File: src/hw/fcs_pkg.sv
package fcs_pkg;
	// Configuration register fields
	localparam int          CFG_W          = 8;
	localparam logic [7:0]  CFG_RESET      = 8'h00;
	localparam int          CLK_RATE_BIT   = 0;
	localparam int          PKG_SIZE_BIT   = 1;
	localparam int          GAP_BIT        = 2;
	localparam int          WSET_LSB       = 3;
	localparam int          WSET_MSB       = 4;
	localparam int          POL_BIT        = 5;
	// Position of the enable bit in the global settings register
	localparam int          ENABLE_BIT     = 6;

	// Word layout
	localparam int          SAMPLE_W       = 24;
	localparam int          WORD_W         = 32;
	localparam int          NUM_VALUES     = 15;
	localparam int          NUM_SLOTS      = 16;
	localparam logic [3:0]  FIRST_SLOT     = 4'h0;
	localparam logic [3:0]  ZERO_SLOT      = 4'h6;
	localparam logic [3:0]  FIRST_POWER    = 4'h7;
	localparam logic [3:0]  LAST_SLOT      = 4'hf;
	localparam logic [4:0]  LAST_BIT       = 5'h1f;
	localparam logic [2:0]  LAST_BYTE_BIT  = 3'h7;

	// Timing
	localparam int          MCLK_MHZ       = 250;
	localparam int          RATE_FAST_MHZ  = 8;
	localparam int          RATE_SLOW_MHZ  = 4;
	localparam int          SAMPLE_PERIOD_US = 125;
	localparam int          GAP_CYCLES     = 7;
	// Accumulator steps: two link edges per link period
	localparam logic [7:0]  ACC_MOD        = 8'(MCLK_MHZ);
	localparam logic [7:0]  STEP_FAST      = 8'(2 * RATE_FAST_MHZ);
	localparam logic [7:0]  STEP_SLOW      = 8'(2 * RATE_SLOW_MHZ);
	localparam logic [3:0]  GAP_HALVES     = 4'(2 * GAP_CYCLES);

	typedef enum logic [1:0]
	{
		FCS_WSET_ALL     = 2'b00,
		FCS_WSET_SAMPLES = 2'b01,
		FCS_WSET_POWERS  = 2'b10,
		FCS_WSET_RSVD    = 2'b11
	} fcs_wset_t;

	typedef enum logic [1:0]
	{
		FCS_IDLE  = 2'b00,
		FCS_SHIFT = 2'b01,
		FCS_GAP   = 2'b10
	} fcs_state_t;
endpackage : fcs_pkg

File: src/hw/fcs_tx.sv
`timescale 1ns/100ps

// Overview of operation
// RULE1 - Idle after reset; runs only while enabled
// RULE2 - Enable ignored unless I2C is host port
// RULE3 - Always master: drives select, data, clock
// RULE4 - Clock 8 MHz, or 4 MHz when rate set
// RULE5 - New data bit on each falling clock edge
// RULE6 - Slave samples data on rising clock edge
// RULE7 - 24-bit values sign-extended, sent MSB first
// RULE8 - Package size bit selects 32 or 8 bits
// RULE9 - Gap bit inserts seven idle clock cycles
// RULE10 - No gap: continuous bits, size ignored
// RULE11 - Set 00: sixteen words, samples, zero, powers
// RULE12 - Set 01: six samples then one zero
// RULE13 - Set 10: nine powers only
// RULE14 - Set 11 behaves like set 00
// RULE15 - Select asserted whole transfer, polarity bit five
// RULE16 - Reserved config bits change no behaviour
// RULE17 - Data and select pins high after reset
// RULE18 - Software configures before enabling port
// RULE19 - Send each period if fits, else alternate
// RULE20 - No gap after last package; select drops
// RULE21 - One coherent snapshot per transfer
module fcs_tx
	import fcs_pkg::*;
(
	input  wire logic                   mclk,                    // System clock, 250 MHz
	input  wire logic                   rst,                     // Asynchronous reset, active high
	input  wire logic                   capture_port_enable,     // Enable bit of global settings
	input  wire logic                   i2c_host_active,         // I2C is the active host port
	input  wire logic                   sample_strobe,           // One-cycle pulse each sample period
	input  wire logic                   cfg_wr,                  // Config write strobe
	input  wire logic [fcs_pkg::CFG_W-1:0]    cfg_wdata,         // Config write data
	output logic      [fcs_pkg::CFG_W-1:0]    cfg_rdata,         // Config readback
	input  wire logic [fcs_pkg::SAMPLE_W-1:0] phase_a_current_sample, // Waveform sample
	input  wire logic [fcs_pkg::SAMPLE_W-1:0] phase_a_voltage_sample, // Waveform sample
	input  wire logic [fcs_pkg::SAMPLE_W-1:0] phase_b_current_sample, // Waveform sample
	input  wire logic [fcs_pkg::SAMPLE_W-1:0] phase_b_voltage_sample, // Waveform sample
	input  wire logic [fcs_pkg::SAMPLE_W-1:0] phase_c_current_sample, // Waveform sample
	input  wire logic [fcs_pkg::SAMPLE_W-1:0] phase_c_voltage_sample, // Waveform sample
	input  wire logic [fcs_pkg::SAMPLE_W-1:0] phase_a_apparent_power, // Power value
	input  wire logic [fcs_pkg::SAMPLE_W-1:0] phase_b_apparent_power, // Power value
	input  wire logic [fcs_pkg::SAMPLE_W-1:0] phase_c_apparent_power, // Power value
	input  wire logic [fcs_pkg::SAMPLE_W-1:0] phase_a_active_power,   // Power value
	input  wire logic [fcs_pkg::SAMPLE_W-1:0] phase_b_active_power,   // Power value
	input  wire logic [fcs_pkg::SAMPLE_W-1:0] phase_c_active_power,   // Power value
	input  wire logic [fcs_pkg::SAMPLE_W-1:0] phase_a_reactive_power, // Power value
	input  wire logic [fcs_pkg::SAMPLE_W-1:0] phase_b_reactive_power, // Power value
	input  wire logic [fcs_pkg::SAMPLE_W-1:0] phase_c_reactive_power, // Power value
	output logic                        capture_select_out,      // Select, polarity per config
	output logic                        capture_data_out,        // Serial data
	output logic                        capture_serial_clock,    // Serial clock, idles high
	output logic                        transfer_busy            // High while a transfer runs
);
	import fcs_pkg::*;

	logic [CFG_W-1:0]  cfg_reg;
	logic [CFG_W-1:0]  xcfg_reg;
	fcs_state_t        state_reg;
	fcs_state_t        state_next;
	logic [7:0]        acc_reg;
	logic [3:0]        slot_reg;
	logic [4:0]        bit_reg;
	logic [3:0]        gap_reg;
	logic              sclk_reg;
	logic              data_reg;
	logic              sel_reg;
	logic              end_reg;
	logic [WORD_W-1:0] snap_reg [NUM_SLOTS];

	logic [SAMPLE_W-1:0] values [NUM_VALUES];
	logic [WORD_W-1:0]   slot_word [NUM_SLOTS];

	assign values[0]  = phase_a_current_sample;
	assign values[1]  = phase_a_voltage_sample;
	assign values[2]  = phase_b_current_sample;
	assign values[3]  = phase_b_voltage_sample;
	assign values[4]  = phase_c_current_sample;
	assign values[5]  = phase_c_voltage_sample;
	assign values[6]  = phase_a_apparent_power;
	assign values[7]  = phase_b_apparent_power;
	assign values[8]  = phase_c_apparent_power;
	assign values[9]  = phase_a_active_power;
	assign values[10] = phase_b_active_power;
	assign values[11] = phase_c_active_power;
	assign values[12] = phase_a_reactive_power;
	assign values[13] = phase_b_reactive_power;
	assign values[14] = phase_c_reactive_power;

	// Slot 6 is the constant zero word between samples and powers
	genvar gi;
	generate
		for (gi = 0; gi < NUM_SLOTS; gi++)
		begin : g_slot
			if (gi < 6)
			begin : g_smp
				assign slot_word[gi] = {{(WORD_W-SAMPLE_W){values[gi][SAMPLE_W-1]}}, values[gi]}; // [RULE7] [RULE11]
			end
			else if (gi == 6)
			begin : g_zero
				assign slot_word[gi] = '0; // [RULE11] [RULE12]
			end
			else
			begin : g_pwr
				assign slot_word[gi] = {{(WORD_W-SAMPLE_W){values[gi-1][SAMPLE_W-1]}}, values[gi-1]}; // [RULE7]
			end
		end
	endgenerate

	// Word-set decode, used for both start and end slot
	function automatic logic [3:0] first_slot(input logic [1:0] ws);
		first_slot = (fcs_wset_t'(ws) == FCS_WSET_POWERS) ? FIRST_POWER : FIRST_SLOT; // [RULE13]
	endfunction : first_slot

	function automatic logic [3:0] last_slot(input logic [1:0] ws);
		// Reserved code falls through to the full set
		last_slot = (fcs_wset_t'(ws) == FCS_WSET_SAMPLES) ? ZERO_SLOT : LAST_SLOT; // [RULE12] [RULE14]
	endfunction : last_slot

	// Only I2C hosting unlocks the port
	wire         run_en     = capture_port_enable & i2c_host_active; // [RULE1] [RULE2]
	wire         start      = (state_reg == FCS_IDLE) & run_en & sample_strobe; // [RULE19] [RULE21]
	wire [7:0]   step       = xcfg_reg[CLK_RATE_BIT] ? STEP_SLOW : STEP_FAST; // [RULE4]
	wire [8:0]   acc_sum    = {1'b0, acc_reg} + {1'b0, step};
	// Fractional divider: 250 is not a multiple of 16, edges dither by one mclk
	wire         tick       = (acc_sum >= {1'b0, ACC_MOD}); // [RULE4]
	wire [7:0]   acc_wrap   = tick ? 8'(acc_sum - {1'b0, ACC_MOD}) : acc_sum[7:0];
	wire         fall       = tick & sclk_reg & (state_reg == FCS_SHIFT); // [RULE5]
	wire         rise       = tick & ~sclk_reg & (state_reg == FCS_SHIFT); // [RULE6]
	wire         word_end   = (bit_reg == LAST_BIT);
	wire         last_pkg   = word_end & (slot_reg == last_slot(xcfg_reg[WSET_MSB:WSET_LSB])); // [RULE20]
	wire         pkg_end    = xcfg_reg[PKG_SIZE_BIT] ? (bit_reg[2:0] == LAST_BYTE_BIT) : word_end; // [RULE8]
	wire         take_gap   = xcfg_reg[GAP_BIT] & pkg_end & ~last_pkg; // [RULE9] [RULE10] [RULE20]
	wire         gap_done   = tick & (gap_reg == 4'h1);
	wire [WORD_W-1:0] cur_word = snap_reg[slot_reg];
	wire         cur_bit    = cur_word[5'(LAST_BIT - bit_reg)]; // [RULE7]
	wire         sel_active = (state_next != FCS_IDLE);

	always_comb
	begin
		state_next = state_reg;
		unique case (state_reg)
			FCS_IDLE:
			begin
				if (start)
					state_next = FCS_SHIFT;
			end
			FCS_SHIFT:
			begin
				if (!run_en)
					state_next = FCS_IDLE; // [RULE1]
				else if (end_reg)
					state_next = FCS_IDLE; // [RULE20]
				else if (rise && take_gap)
					state_next = FCS_GAP; // [RULE9]
			end
			FCS_GAP:
			begin
				if (!run_en)
					state_next = FCS_IDLE;
				else if (gap_done)
					state_next = FCS_SHIFT;
			end
			default:
				state_next = FCS_IDLE;
		endcase
	end

	always_ff @(posedge mclk or posedge rst)
	begin
		if (rst)
			cfg_reg <= CFG_RESET;
		else if (cfg_wr)
			cfg_reg <= cfg_wdata; // [RULE16]
	end

	assign cfg_rdata = cfg_reg;

	always_ff @(posedge mclk or posedge rst)
	begin
		if (rst)
			xcfg_reg <= CFG_RESET;
		else if (start)
			xcfg_reg <= cfg_reg; // Config except select polarity is frozen for a whole transfer
	end

	always_ff @(posedge mclk or posedge rst)
	begin
		if (rst)
			state_reg <= FCS_IDLE; // [RULE1]
		else
			state_reg <= state_next;
	end

	// End one mclk after the last rising edge, so that select and data hold through the slave's sample
	always_ff @(posedge mclk or posedge rst)
	begin
		if (rst)
			end_reg <= 1'b0;
		else
			end_reg <= rise & last_pkg; // [RULE20]
	end

	generate
		for (gi = 0; gi < NUM_SLOTS; gi++)
		begin : g_snap
			always_ff @(posedge mclk or posedge rst)
			begin
				if (rst)
					snap_reg[gi] <= '0;
				else if (start)
					snap_reg[gi] <= slot_word[gi]; // [RULE21]
			end
		end
	endgenerate

	always_ff @(posedge mclk or posedge rst)
	begin
		if (rst)
			acc_reg <= '0;
		else if (start)
			acc_reg <= '0;
		else if (state_reg != FCS_IDLE)
			acc_reg <= acc_wrap; // [RULE4]
	end

	always_ff @(posedge mclk or posedge rst)
	begin
		if (rst)
			sclk_reg <= 1'b1;
		else if (state_next != FCS_SHIFT)
			sclk_reg <= 1'b1;
		else if (tick && state_reg == FCS_SHIFT)
			sclk_reg <= ~sclk_reg; // [RULE3] [RULE4]
	end

	always_ff @(posedge mclk or posedge rst)
	begin
		if (rst)
			slot_reg <= FIRST_SLOT;
		else if (start)
			slot_reg <= first_slot(cfg_reg[WSET_MSB:WSET_LSB]); // [RULE11] [RULE13] [RULE14]
		else if (rise && word_end && !last_pkg)
			slot_reg <= 4'(slot_reg + 4'h1);
	end

	always_ff @(posedge mclk or posedge rst)
	begin
		if (rst)
			bit_reg <= '0;
		else if (start)
			bit_reg <= '0;
		else if (rise)
			bit_reg <= 5'(bit_reg + 5'h1);
	end

	always_ff @(posedge mclk or posedge rst)
	begin
		if (rst)
			gap_reg <= '0;
		else if (rise && take_gap)
			gap_reg <= GAP_HALVES; // [RULE9]
		else if (tick && state_reg == FCS_GAP)
			gap_reg <= 4'(gap_reg - 4'h1);
	end

	// Data holds its last bit through gaps and idles high between transfers
	always_ff @(posedge mclk or posedge rst)
	begin
		if (rst)
			data_reg <= 1'b1; // [RULE17]
		else if (state_next == FCS_IDLE)
			data_reg <= 1'b1;
		else if (fall)
			data_reg <= cur_bit; // [RULE5] [RULE10]
	end

	always_ff @(posedge mclk or posedge rst)
	begin
		if (rst)
			sel_reg <= 1'b1; // [RULE17]
		else
			sel_reg <= sel_active ^ ~cfg_reg[POL_BIT]; // [RULE15]
	end

	assign capture_select_out   = sel_reg;
	assign capture_data_out     = data_reg;
	assign capture_serial_clock = sclk_reg;
	assign transfer_busy        = (state_reg != FCS_IDLE);
endmodule : fcs_tx

File: config.mk
export PLATFORM = sky130hd
export DESIGN_NAME = fcs_tx
export DESIGN_NICKNAME = d
export VERILOG_FILES = /design/src/hw/fcs_pkg.sv /design/src/hw/fcs_tx.sv
export SDC_FILE = /design/constraint.sdc
export NUM_CORES = 1
export LEC_CHECK = 0
export BUFFER_PORTS_ARGS = -buffer_cell sky130_fd_sc_hd__buf_2
export CAP_MARGIN = 30
export CORE_MARGIN = 2
export CORE_UTILIZATION = 45
export CTS_CLUSTER_DIAMETER = 30
export DETAILED_ROUTE_END_ITERATION = 6
export PLACE_DENSITY = 0.64
export SYNTH_ARGS = -nofsm -noshare
export SYNTH_HDL_FRONTEND = slang
export SYNTH_SLANG_ARGS = --single-unit
File: constraint.sdc
create_clock -name mclk -period 14.08 [get_ports mclk]
set_input_delay 1.408 -clock mclk [delete_from_list [all_inputs] [get_ports mclk]]
set_output_delay 1.408 -clock mclk [all_outputs]
set_load 0.02 [all_outputs]
# After elaboration in Yosys (flattened, before gate mapping)
# Cells that the tools add are included.
dict set report totals {
  ff_bits 400
  latch_bits 0
  ram_bits 0
  mem_bits_ro 0
  word_cells 106
  memories 0
}
dict set report classes {
  add_sub_neg 6
  n_mul 0
  div 0
  magnitude_cmp 3
  eq_ne 9
  shifts 0
  mux 29
  n_bitwise 17
  reduce_logical 16
}
# op count
set op_table {}
lappend op_table {{$bmux W32 S4} 1}
lappend op_table {{$mux W32} 2}
lappend op_table {{$mux W8} 3}
lappend op_table {{$mux W4} 5}
lappend op_table {{$reduce_bool A2 Y1} 8}
lappend op_table {{$mux W5} 3}
lappend op_table {{$and A1 B1 Y1} 12}
lappend op_table {{$mux W2} 6}
lappend op_table {{$add A8 B5 Y9} 1}
lappend op_table {{$ge A9 B8 Y1 const B} 1}
lappend op_table {{$sub A8 B8 Y8 const B} 1}
lappend op_table {{$lt A5 B6 Y1 const B} 1}
lappend op_table {{$mux W1} 6}
lappend op_table {{$pmux W2 S3} 1}
lappend op_table {{$add A5 B1 Y5 const B} 1}
lappend op_table {{$bmux W1 S5} 1}
lappend op_table {{$eq A5 B5 Y1 const B} 1}
lappend op_table {{$ge A5 B5 Y1 const B} 1}
lappend op_table {{$logic_and A1 B1 Y1} 5}
lappend op_table {{$not A4 Y5} 1}
lappend op_table {{$sub A5 B5 Y5 const A} 1}
lappend op_table {{$add A4 B1 Y4 const B} 1}
lappend op_table {{$eq A2 B1 Y1 const B} 2}
lappend op_table {{$eq A2 B2 Y1 const B} 2}
lappend op_table {{10 further kinds} 13}

# Logic depth before layout (Yosys ltp)
# Gate-level depths: netlist (run 1).
dict set report depth {
  ltp_word 13
  depth_mapped 12
}

# Worst setup path after synthesis (run 1)
# No wires, ideal clock.
dict set report synth_path {
  kind {flip-flop to flip-flop}
  start {reg xcfg_reg[0]}
  end {reg slot_reg[3]}
  arrival_time_ps 2702
  required_ps 13948
  slack_ps 11246
  path_stages_with_launch 13
  n_path_buf 2
  synth_period_minus_slack_ps 2834
  cell_sequence {dfrtp_1 > ha_1 > inv_1 > fa_1 > nand2b_1 > a211o_1 > o32ai_1 > buf_2 > and4b_1 > clkbuf_1 > nand3_1 > xor2_1 > nor2_1}
}
dict set report synth_via {
  elab_chain_cells 8
}
# element line_no
set synth_lines {}
lappend synth_lines {{from (decl)} fcs_tx.sv:59} ;# logic [CFG_W-1:0] xcfg_reg;
lappend synth_lines {{from (signal assigned)} fcs_tx.sv:185} ;# xcfg_reg <= cfg_reg;
lappend synth_lines {{$mux W5} fcs_tx.sv:124} ;# wire [7:0] step = xcfg_reg[CLK_RATE_BIT] ? STEP_SLOW : STEP_FAST;
lappend synth_lines {{$add A8 B5 Y9} fcs_tx.sv:125} ;# wire [8:0] acc_sum = {1'b0, acc_reg} + {1'b0, step};
lappend synth_lines {{$ge A9 B8 Y1} fcs_tx.sv:127} ;# wire tick = (acc_sum >= {1'b0, ACC_MOD});
lappend synth_lines {{$and A1 B1 Y1 (2 in a row)} fcs_tx.sv:130} ;# wire rise = tick & ~sclk_reg & (state_reg == FCS_SHIFT);
lappend synth_lines {{$logic_and A1 B1 Y1 (2 in a row)} fcs_tx.sv:244} ;# else if (rise && word_end && !last_pkg)
lappend synth_lines {{$reduce_bool A2 Y1 (no line)} -}
lappend synth_lines {{to (signal assigned)} fcs_tx.sv:243} ;# slot_reg <= first_slot(cfg_reg[WSET_MSB:WSET_LSB]);
lappend synth_lines {{to (signal assigned)} fcs_tx.sv:245} ;# slot_reg <= 4'(slot_reg + 4'h1);
lappend synth_lines {{to (decl)} fcs_tx.sv:63} ;# logic [3:0] slot_reg;
# No other way between the ends.
# A chain may end at the register's enable or synchronous reset.

# Worst setup path in the final report (run 1)
dict set report layout_path {
  start {reg slot_reg[1]}
  end {reg data_reg (netlist: capture_data_out)}
}
dict set report layout_via {
  elab_chain_cells 11
  elab_cells_between_ends 19
}
# element line_no
set layout_lines {}
lappend layout_lines {{parallel branches: the longest is 11 deep, another holds $bmux W32 S4} -}
lappend layout_lines {{to (signal assigned)} fcs_tx.sv:276} ;# data_reg <= cur_bit;
lappend layout_lines {{to (decl)} fcs_tx.sv:67} ;# logic data_reg;
# Several ways; the timed one is not identified. The select of a mux whose other input is x is not followed.

==> metrics.yaml, run 1 <==
grt_pass1_vias: 16470
ir_drop_uv: 125.7
synth.area.top_cells: "dfrtp_1 (53%), nand2_1 (23%), mux4_2 (3.8%), mux2i_1 (3.1%), mux4_1 (2.4%)"
numCtsBuffers: 91
cts.sinks: 399
fin_nets: 2828
timing.hold.ws_ps: 463.3
critPathMaxFanout: 33
synth_edf_count: 0
endpoint_kind: "flop"
cp.required_ps: 14570
gp_congestion: 0.8485
outcome: "finished clean"
grt.overflow.total: 0
drc_errors: 0
port_buffers: 385
largest_reg_flops: 360
wl_per_cell_um: 19.03
leakagePower_nw: 12.85
ys_warn_count: 0
yosysSeqAreaShare_pct: 52.98
syn_inst: 2070
crit_chain: "buf_4, clkinv_1, a221o_1, a211o_1, a221oi_1, o21a_1, or4_1, a41oi_1"
fin_crit_sh_pct: 27.98
fillers: 3621
relSlewSlack_pct: 33.38
drive_above_1_share_pct: 25.42
placement_rows: 74
maxCapViolCount: 0
finClkSkew_ps: 15.62
syn_nets: 2454
worst_pin_slew_ps: 998.2
synth.top_cell.area_share_pct: 52.56
layout_min_cycle_time_ps: 3939
die_h_um: 208.7
num_io_pins: 386
cts_tree: "done"
totalWireLength_um: 58050
grt_pass1_wl_um: 90280
num_vias: 15930
cts_hold_buf: 0
clock_insertion_delay_worst_skew_ps: 610
clk_path_buf_depth: 3
critPathKind: "reg2reg"
critical_path.slowest_cell: "dfrtp_2"
slew_viol_final: 0
antenna_found_initial: 2
dpl.hpwl_um: 39810
fmax_mhz: 253.9
via_per_inst: 5.221
dieArea_sq_um: 43550
fin_tns_setup_ps: 0
initial_core_util_pct: 45.86
max_stage_delay_ps: 860
area_growth_pct: 28.38
grt.total_usage_pct: 26.76
grt_max_degree: 111
async_reset_ff_share_pct: 100.0
yosys_most_used_dff: "dfrtp_1"
cts.clk_slew.worst_paths_ps: 40
drt_first_pass_iters: 5
critPathTopFamily: "compound AO/OA/AOI/OAI gates"
drtIter0Drc: 1340
die_x_um: 208.7
critPathArrivalTime_ps: 4430
root_buffer: "clkbuf_16"
syn_avg_cell_area_sq_um: 9.108
synth_common_cells: "nand2_1 (1,133), dfrtp_1 (396), clkbuf_1 (96), mux2i_1 (58), nor2_1 (39)"
pwr_density_cell_nw_per_um2: 178.1
ys_ff_latch: 399
crit_buf_inv: 2
post-cts-setup-buffers: 0
yosysTopAreaCell: "dfrtp_1"
insertedDiodeCount: 0
antenna_left: 0
yosysMostFrequentCell: "nand2_1"
hold_violations: 0
syn_area_sq_um: 18850
yosysUniqueCellTypes: 74
cts_repair_resize_count: 0
critPathLaunchType: "flop"
rsz0062_at_grt: "false"
core_sq_um: 41110
regToRegSetupSlack_ps: 10140
hp-class: "reg2reg"
setup_violations: 0
cts_max_level: 3
[worst min-delay path, delay by kind of cell (launching register included)]
family | cells | cell delay [ps]
and+or+nand+nor | 2 | 100
DFF | 1 | 330
[placed cells by master (no fill, tap or decap), types with 4 or more instances in the layout]
cell        synthesis  final
and3_1              5      5
dfrtp_1           396    393
mux4_2             32     32
o2bb2ai_1           4      4
inv_6               0      5
clkinvlp_4          0      5
a31oi_1             6      6
xnor2_1            10     10
clkinv_2            0     15
and2_1              4      4
xor2_1              5      5
nor2_1             39     39
buf_2              10    385
mux2_2             24     24
mux4_1             17     17
nand3_1            16     16
nand2b_1            6      6
buf_16              0      7
a221oi_1           11     11
clkinv_4            0      4
clkbuf_1           96     16
nor3_1              6      5
a221o_1            10     10
inv_1              15     14
a21oi_1            18     18
buf_4               1     19
o21ai_0            17     17
nand2_1          1133   1133
mux2i_1            58     58
a22oi_1            12     12
clkbuf_16           0     94
o22ai_1             8      8
o211ai_1           12     12
clkbuf_8            7     19
ha_1                9      9
a211oi_1            5      5
nor2b_1             4      4
bufinv_16           0      7
[cell families after synthesis]
logic type | share of synthesized area (%)
AND/OR/NAND/NOR | 25.45
multiplexers | 10.84
buffers and inverters | 4.101
adder cells (fa/ha/maj) | 0.7035
XOR/XNOR | 0.6968
flip-flops | 52.98
AO/OA/AOI/OAI | 5.230
[worst paths after layout]
check,start,endpoint,cells past startpoint
max in group asynchronous,rst,slot_reg[0],4
worst min-delay path,snap_reg[131],snap_reg[131],2
worst max register to register,slot_reg[1],capture_data_out,8
worst max-delay path,slot_reg[1],capture_data_out,8
worst min register to register,snap_reg[131],snap_reg[131],2
min in group asynchronous,rst,snap_reg[132],2
[power breakdown]
| part | total [mW] | internal (mW) | switching (mW) |
|---|---|---|---|
| clock | 2.10 | 1.44 | 0.660 |
| sequential | 1.49 | 1.35 | 0.132 |
| combinational | 0.723 | 0.315 | 0.408 |
| total | 4.31 | 3.11 | 1.20 |
[cell type report]
class / count / area [sq um] / area share (%)
clock inverters: 38 / 437.9 / 1.809
well taps: 532 / 665.6 / 2.750
multi-input cells: 1525 / 8102 / 33.47
clock buffers: 129 / 2674 / 11.05
inverters: 16 / 67.56 / 0.2792
flip-flops and latches: 399 / 9995 / 41.29
repair buffers: 411 / 2262 / 9.347
[through the flow]
stage	setup slack (ps)	instances	power [mW]	cell area (sq um)	util, %
global route	9929	3050	4.500	24200	58.88
detailed placement	9819	2879	2.219	20980	51.04
floorplan	1581	2070	1.969	18850	-
finish	10140	3050	4.312	24200	58.88
global placement	9613	2876	2.194	20900	50.84
CTS	10130	3046	4.335	24090	58.61
[routing by layer]
metal / wire [um] / part of all wire [%] / GRT usage [%] / vias to the layer above
met5: 13 / 0.022 / 0 / -
met3: 3498 / 6.0 / 5.200 / 114
met1: 25960 / 45 / 37.34 / 7686
met2: 26450 / 46 / 40.84 / 601
li1: - / - / - / 7522
met4: 2127 / 3.7 / 11.90 / 2
Power figures use the tool's default switching activity.
==> run 2, diff against run 1 <==
--- a/config.mk
+++ b/config.mk
@@ -5,13 +5,14 @@
 export SDC_FILE = /design/constraint.sdc
 export NUM_CORES = 1
 export LEC_CHECK = 0
+export ABC_AREA = 1
 export BUFFER_PORTS_ARGS = -buffer_cell sky130_fd_sc_hd__buf_2
 export CAP_MARGIN = 30
 export CORE_MARGIN = 2
 export CORE_UTILIZATION = 45
 export CTS_CLUSTER_DIAMETER = 30
 export DETAILED_ROUTE_END_ITERATION = 6
-export PLACE_DENSITY = 0.64
+export PLACE_DENSITY = 0.63
 export SYNTH_ARGS = -nofsm -noshare
 export SYNTH_HDL_FRONTEND = slang
 export SYNTH_SLANG_ARGS = --single-unit
==> constraint.sdc (replaced) <==
create_clock -name mclk -period 4 [get_ports mclk]
set_input_delay 0.4 -clock mclk [delete_from_list [all_inputs] [get_ports mclk]]
set_output_delay 0.4 -clock mclk [all_outputs]
set_load 0.02 [all_outputs]
==> run 2 against run 1 <==
Compared with the run above: clock power grew to 4.0 times the previous value; core utilization up 4.4 points; register-to-register slack lost 9000 ps; setup slack worse by 9000 ps; die area increased by 2.9%; global-route usage increased by 4.5 points; area after synthesis increased by 2.9%; critical path type unchanged.
==> metrics.yaml, run 2 <==
fillers: 3695  # was 3,621
setup_violations: 0  # unchanged
totalWireLength_um: 69750  # was 58,050 um
hold_violations: 0  # unchanged
area_growth_pct: 39.56  # was 28.38%
rsz0062_at_grt: "false"  # unchanged
dpl.hpwl_um: 46280  # was 39,810 um
cp.required_ps: 4530  # was 14,570 ps
grt_pass1_vias: 19820  # was 16,470
fin_crit_sh_pct: 70.54  # was 27.98%
synth.area.top_cells: "dfrtp_1 (51%), nand2_1 (18%), nand3_1 (7.6%), o21ai_0 (7.1%), inv_1 (5.6%)"  # was dfrtp_1 (53%), nand2_1 (23%), mux4_2 (3.8%), mux2i_1 (3.1%), mux4_1 (2.4%)
yosys_most_used_dff: "dfrtp_1"  # unchanged
drc_errors: 0  # unchanged
antenna_left: 0  # unchanged
cts.sinks: 399  # unchanged
core_sq_um: 42790  # was 41,110 sq um
port_buffers: 385  # unchanged
cts_max_level: 3  # unchanged
num_vias: 19440  # was 15,930
drtIter0Drc: 1847  # was 1,340
dieArea_sq_um: 44800  # was 43,550 sq um
cts.clk_slew.worst_paths_ps: 40  # about the same
layout_min_cycle_time_ps: 2822  # was 3939 ps
outcome: "finished clean"  # unchanged
yosysMostFrequentCell: "nand2_1"  # unchanged
final_common_cell: "nand2_1"  # unchanged
yosysSeqAreaShare_pct: 51.47  # was 52.98%
syn_inst: 2559  # was 2,070
syn_avg_cell_area_sq_um: 7.584  # was 9.108 sq um
grt.total_usage_pct: 31.30  # was 26.76%
async_reset_ff_share_pct: 100.0  # unchanged
hp-class: "in2reg"  # was reg2reg
critPathArrivalTime_ps: 3350  # was 4430 ps
die_h_um: 211.7  # was 208.7 um
endpoint_kind: "flop"  # unchanged
largest_reg_flops: 360  # unchanged
insertedDiodeCount: 0  # unchanged
critPathMaxFanout: 108  # was 33
ir_drop_uv: 345.3  # was 125.7 uV
yosysTopAreaCell: "dfrtp_1"  # unchanged
placement_rows: 76  # was 74
finClkSkew_ps: 24.68  # was 15.62 ps
clockPowerShare_pct: 46.7  # was 48.7%
grt.overflow.total: 0  # unchanged
yosysUniqueCellTypes: 42  # was 74
regArea_sq_um: 9997  # was 9995 sq um
pwr-share-comb_pct: 24.4  # was 16.8%
synth_common_cells: "nand2_1 (952), dfrtp_1 (396), nand3_1 (296), inv_1 (288), o21ai_0 (276)"  # was nand2_1 (1,133), dfrtp_1 (396), clkbuf_1 (96), mux2i_1 (58), nor2_1 (39)
grt_max_degree: 203  # was 111
drive_above_1_share_pct: 19.55  # was 25.42%
ys_warn_count: 0  # unchanged
pwr_density_cell_nw_per_um2: 664.3  # was 178.1 nW/um^2
synth-xor-area-share_pct: 0.2643  # was 0.6968%
via_per_inst: 5.201  # was 5.221
root_buffer: "clkbuf_16"  # unchanged
fin_nets: 3490  # was 2,828
cts_repair_resize_count: 0  # unchanged
leakagePower_nw: 13.69  # was 12.85 nW
wl_per_cell_um: 18.66  # was 19.03 um
timing.hold.ws_ps: 11.58  # was 463.3 ps
initial_core_util_pct: 45.35  # was 45.86%
worst_pin_slew_ps: 1067  # was 998.2 ps
syn_area_sq_um: 19410  # was 18,850 sq um
relSlewSlack_pct: 28.90  # was 33.38%
ys_ff_latch: 399  # unchanged
p_switching_mw: 5.854  # was 1.200 mW
synth_compound_area_share_pct: 9.419  # was 5.230%
maxCapViolCount: 0  # unchanged
drt_first_pass_iters: 5  # unchanged
final_cell_mix: "nand2_1 (952), dfrtp_1 (393), buf_2 (385), nand3_1 (295), inv_1 (285)"  # was nand2_1 (1,133), dfrtp_1 (393), buf_2 (385), clkbuf_16 (94), mux2i_1 (58)
num_io_pins: 386  # unchanged
fin_tns_setup_ps: 0  # unchanged
die_x_um: 211.7  # was 208.7 um
synth_simple_gate_area_share_pct: 28.60  # was 25.45%
fmax_mhz: 354.4  # was 253.9 MHz
power_frac_seq_pct: 28.9  # was 34.5%
numCtsBuffers: 99  # was 91
cts_tree: "done"  # unchanged
gp_congestion: 0.9457  # was 0.8485
synth_edf_count: 0  # unchanged
synth_mux_area_share_pct: 0.1160  # was 10.84%
grt_pass1_wl_um: 107600  # was 90,280 um
slew_viol_final: 0  # unchanged
critPathLaunchType: "flop"  # unchanged
p_sw_share_pct: 32.54  # was 27.83%
syn_nets: 2943  # was 2,454
p_int_mw: 12.14  # was 3.112 mW
clock_insertion_delay_worst_skew_ps: 630  # was 610 ps
synth_top_family_by_area: "simple AND/OR/NAND/NOR gates"  # unchanged
antenna_found_initial: 0  # was 2
clk_path_buf_depth: 3  # unchanged
critPathKind: "reg2reg"  # unchanged
synth.top_cell.area_share_pct: 51.06  # was 52.56%
synthAdderAreaFrac_pct: 0.6834  # was 0.7035%
multi_input_area_sq_um: 7597  # was 8102 sq um
[run 2: changes by cell type in the layout (fill, tap and decap cells not counted), sizes merged, moves of 12 or more]
| cell | delta |
|---|---|
| o21ai | +270 |
| nor2 | +34 |
| o211ai | +27 |
| dlygate4sd3 | +194 |
| nand2 | -177 |
| a22oi | -12 |
| mux2 | -22 |
| mux4 | -50 |
| mux2i | -58 |
| nand3 | +281 |
| inv | +276 |
[run 2: power groups by stage]
stage,combinational [mW],sequential (mW),clock [mW]
after global placement,4.14,5.23,0
after floorplan,2.83,5.10,0
final,4.39,5.20,8.40
after global routing,4.85,5.27,8.70
after CTS,4.36,5.19,8.46
after detailed placement,4.19,5.24,0
[run 2: cell type report]
cell class	count	share of cell area, %
clock buffer	125	9.997
clock inverter	62	3.035
inverter	293	4.130
multi-input combinational	1707	28.05
sequential	399	36.91
tap	546	2.522
timing repair buffer	606	15.36
[run 2: worst max-delay path, stage by stage (launching register included)]
cell	delay (ps)
dfrtp_4	500
inv_6	620
buf_4	370
nand2_1	80
nand3_1	70
nand3_1	200
nand3_1	230
nand3_1	100
nand3_1	110
nand3_1	90
nand2_1	70
nor2_1	40
nor2_1	90
a21oi_1	70
[run 2: metal layers]
layer  track usage (%)  wire [um]
met1             40.77      29160
met2             51.10      33300
met3             5.029       4435
met4             15.18       2842
met5                 0          0
[run 2: worst paths after layout]
path / start / endpoint / slack, ps / cells after the start
min in group asynchronous: rst / snap_reg[179] / 470 / 3
hold reg to reg: snap_reg[498] / snap_reg[498] / 470 / 2
setup / recovery: slot_reg[0] / capture_data_out / 1180 / 13
max in group asynchronous: rst / snap_reg[404] / 2450 / 4
setup reg to reg: slot_reg[0] / capture_data_out / 1180 / 13
hold / removal: phase_a_apparent_power[2] / snap_reg[258] / 10 / 3
[run 2: through the flow]
step | power (mW) | instances | util, % | instance area (sq um) | worst slack, ps
5_1_grt | 18.82 | 3738 | 63.30 | 27080 | 1019
3_3_place_gp | 9.370 | 3357 | 50.51 | 21610 | 1243
3_5_place_dp | 9.424 | 3357 | 50.51 | 21610 | 1255
4_1_cts | 18.01 | 3738 | 63.30 | 27080 | 1233
6_report | 17.99 | 3738 | 63.30 | 27080 | 1178
2_1_floorplan | 7.936 | 2559 | - | 19410 | -1769
[run 2: logic make-up (layout without fill, tap and decap cells)]
kind of cell | count (synthesis) | after routing
AO/OA/AOI/OAI | 341 | 341
XOR/XNOR | 5 | 5
adder cells (fa/ha/maj) | 10 | 10
buffers and inverters | 453 | 1086
flip-flops | 399 | 399
multiplexers | 2 | 2
AND/OR/NAND/NOR | 1349 | 1349
[run 2: timing repair]
| item | in CTS | in global routing |
|---|---|---|
| setup buffers | 0 | 0 |
| endpoints found under the hold margin | 215 | 0 |
| hold buffers | 194 | 0 |
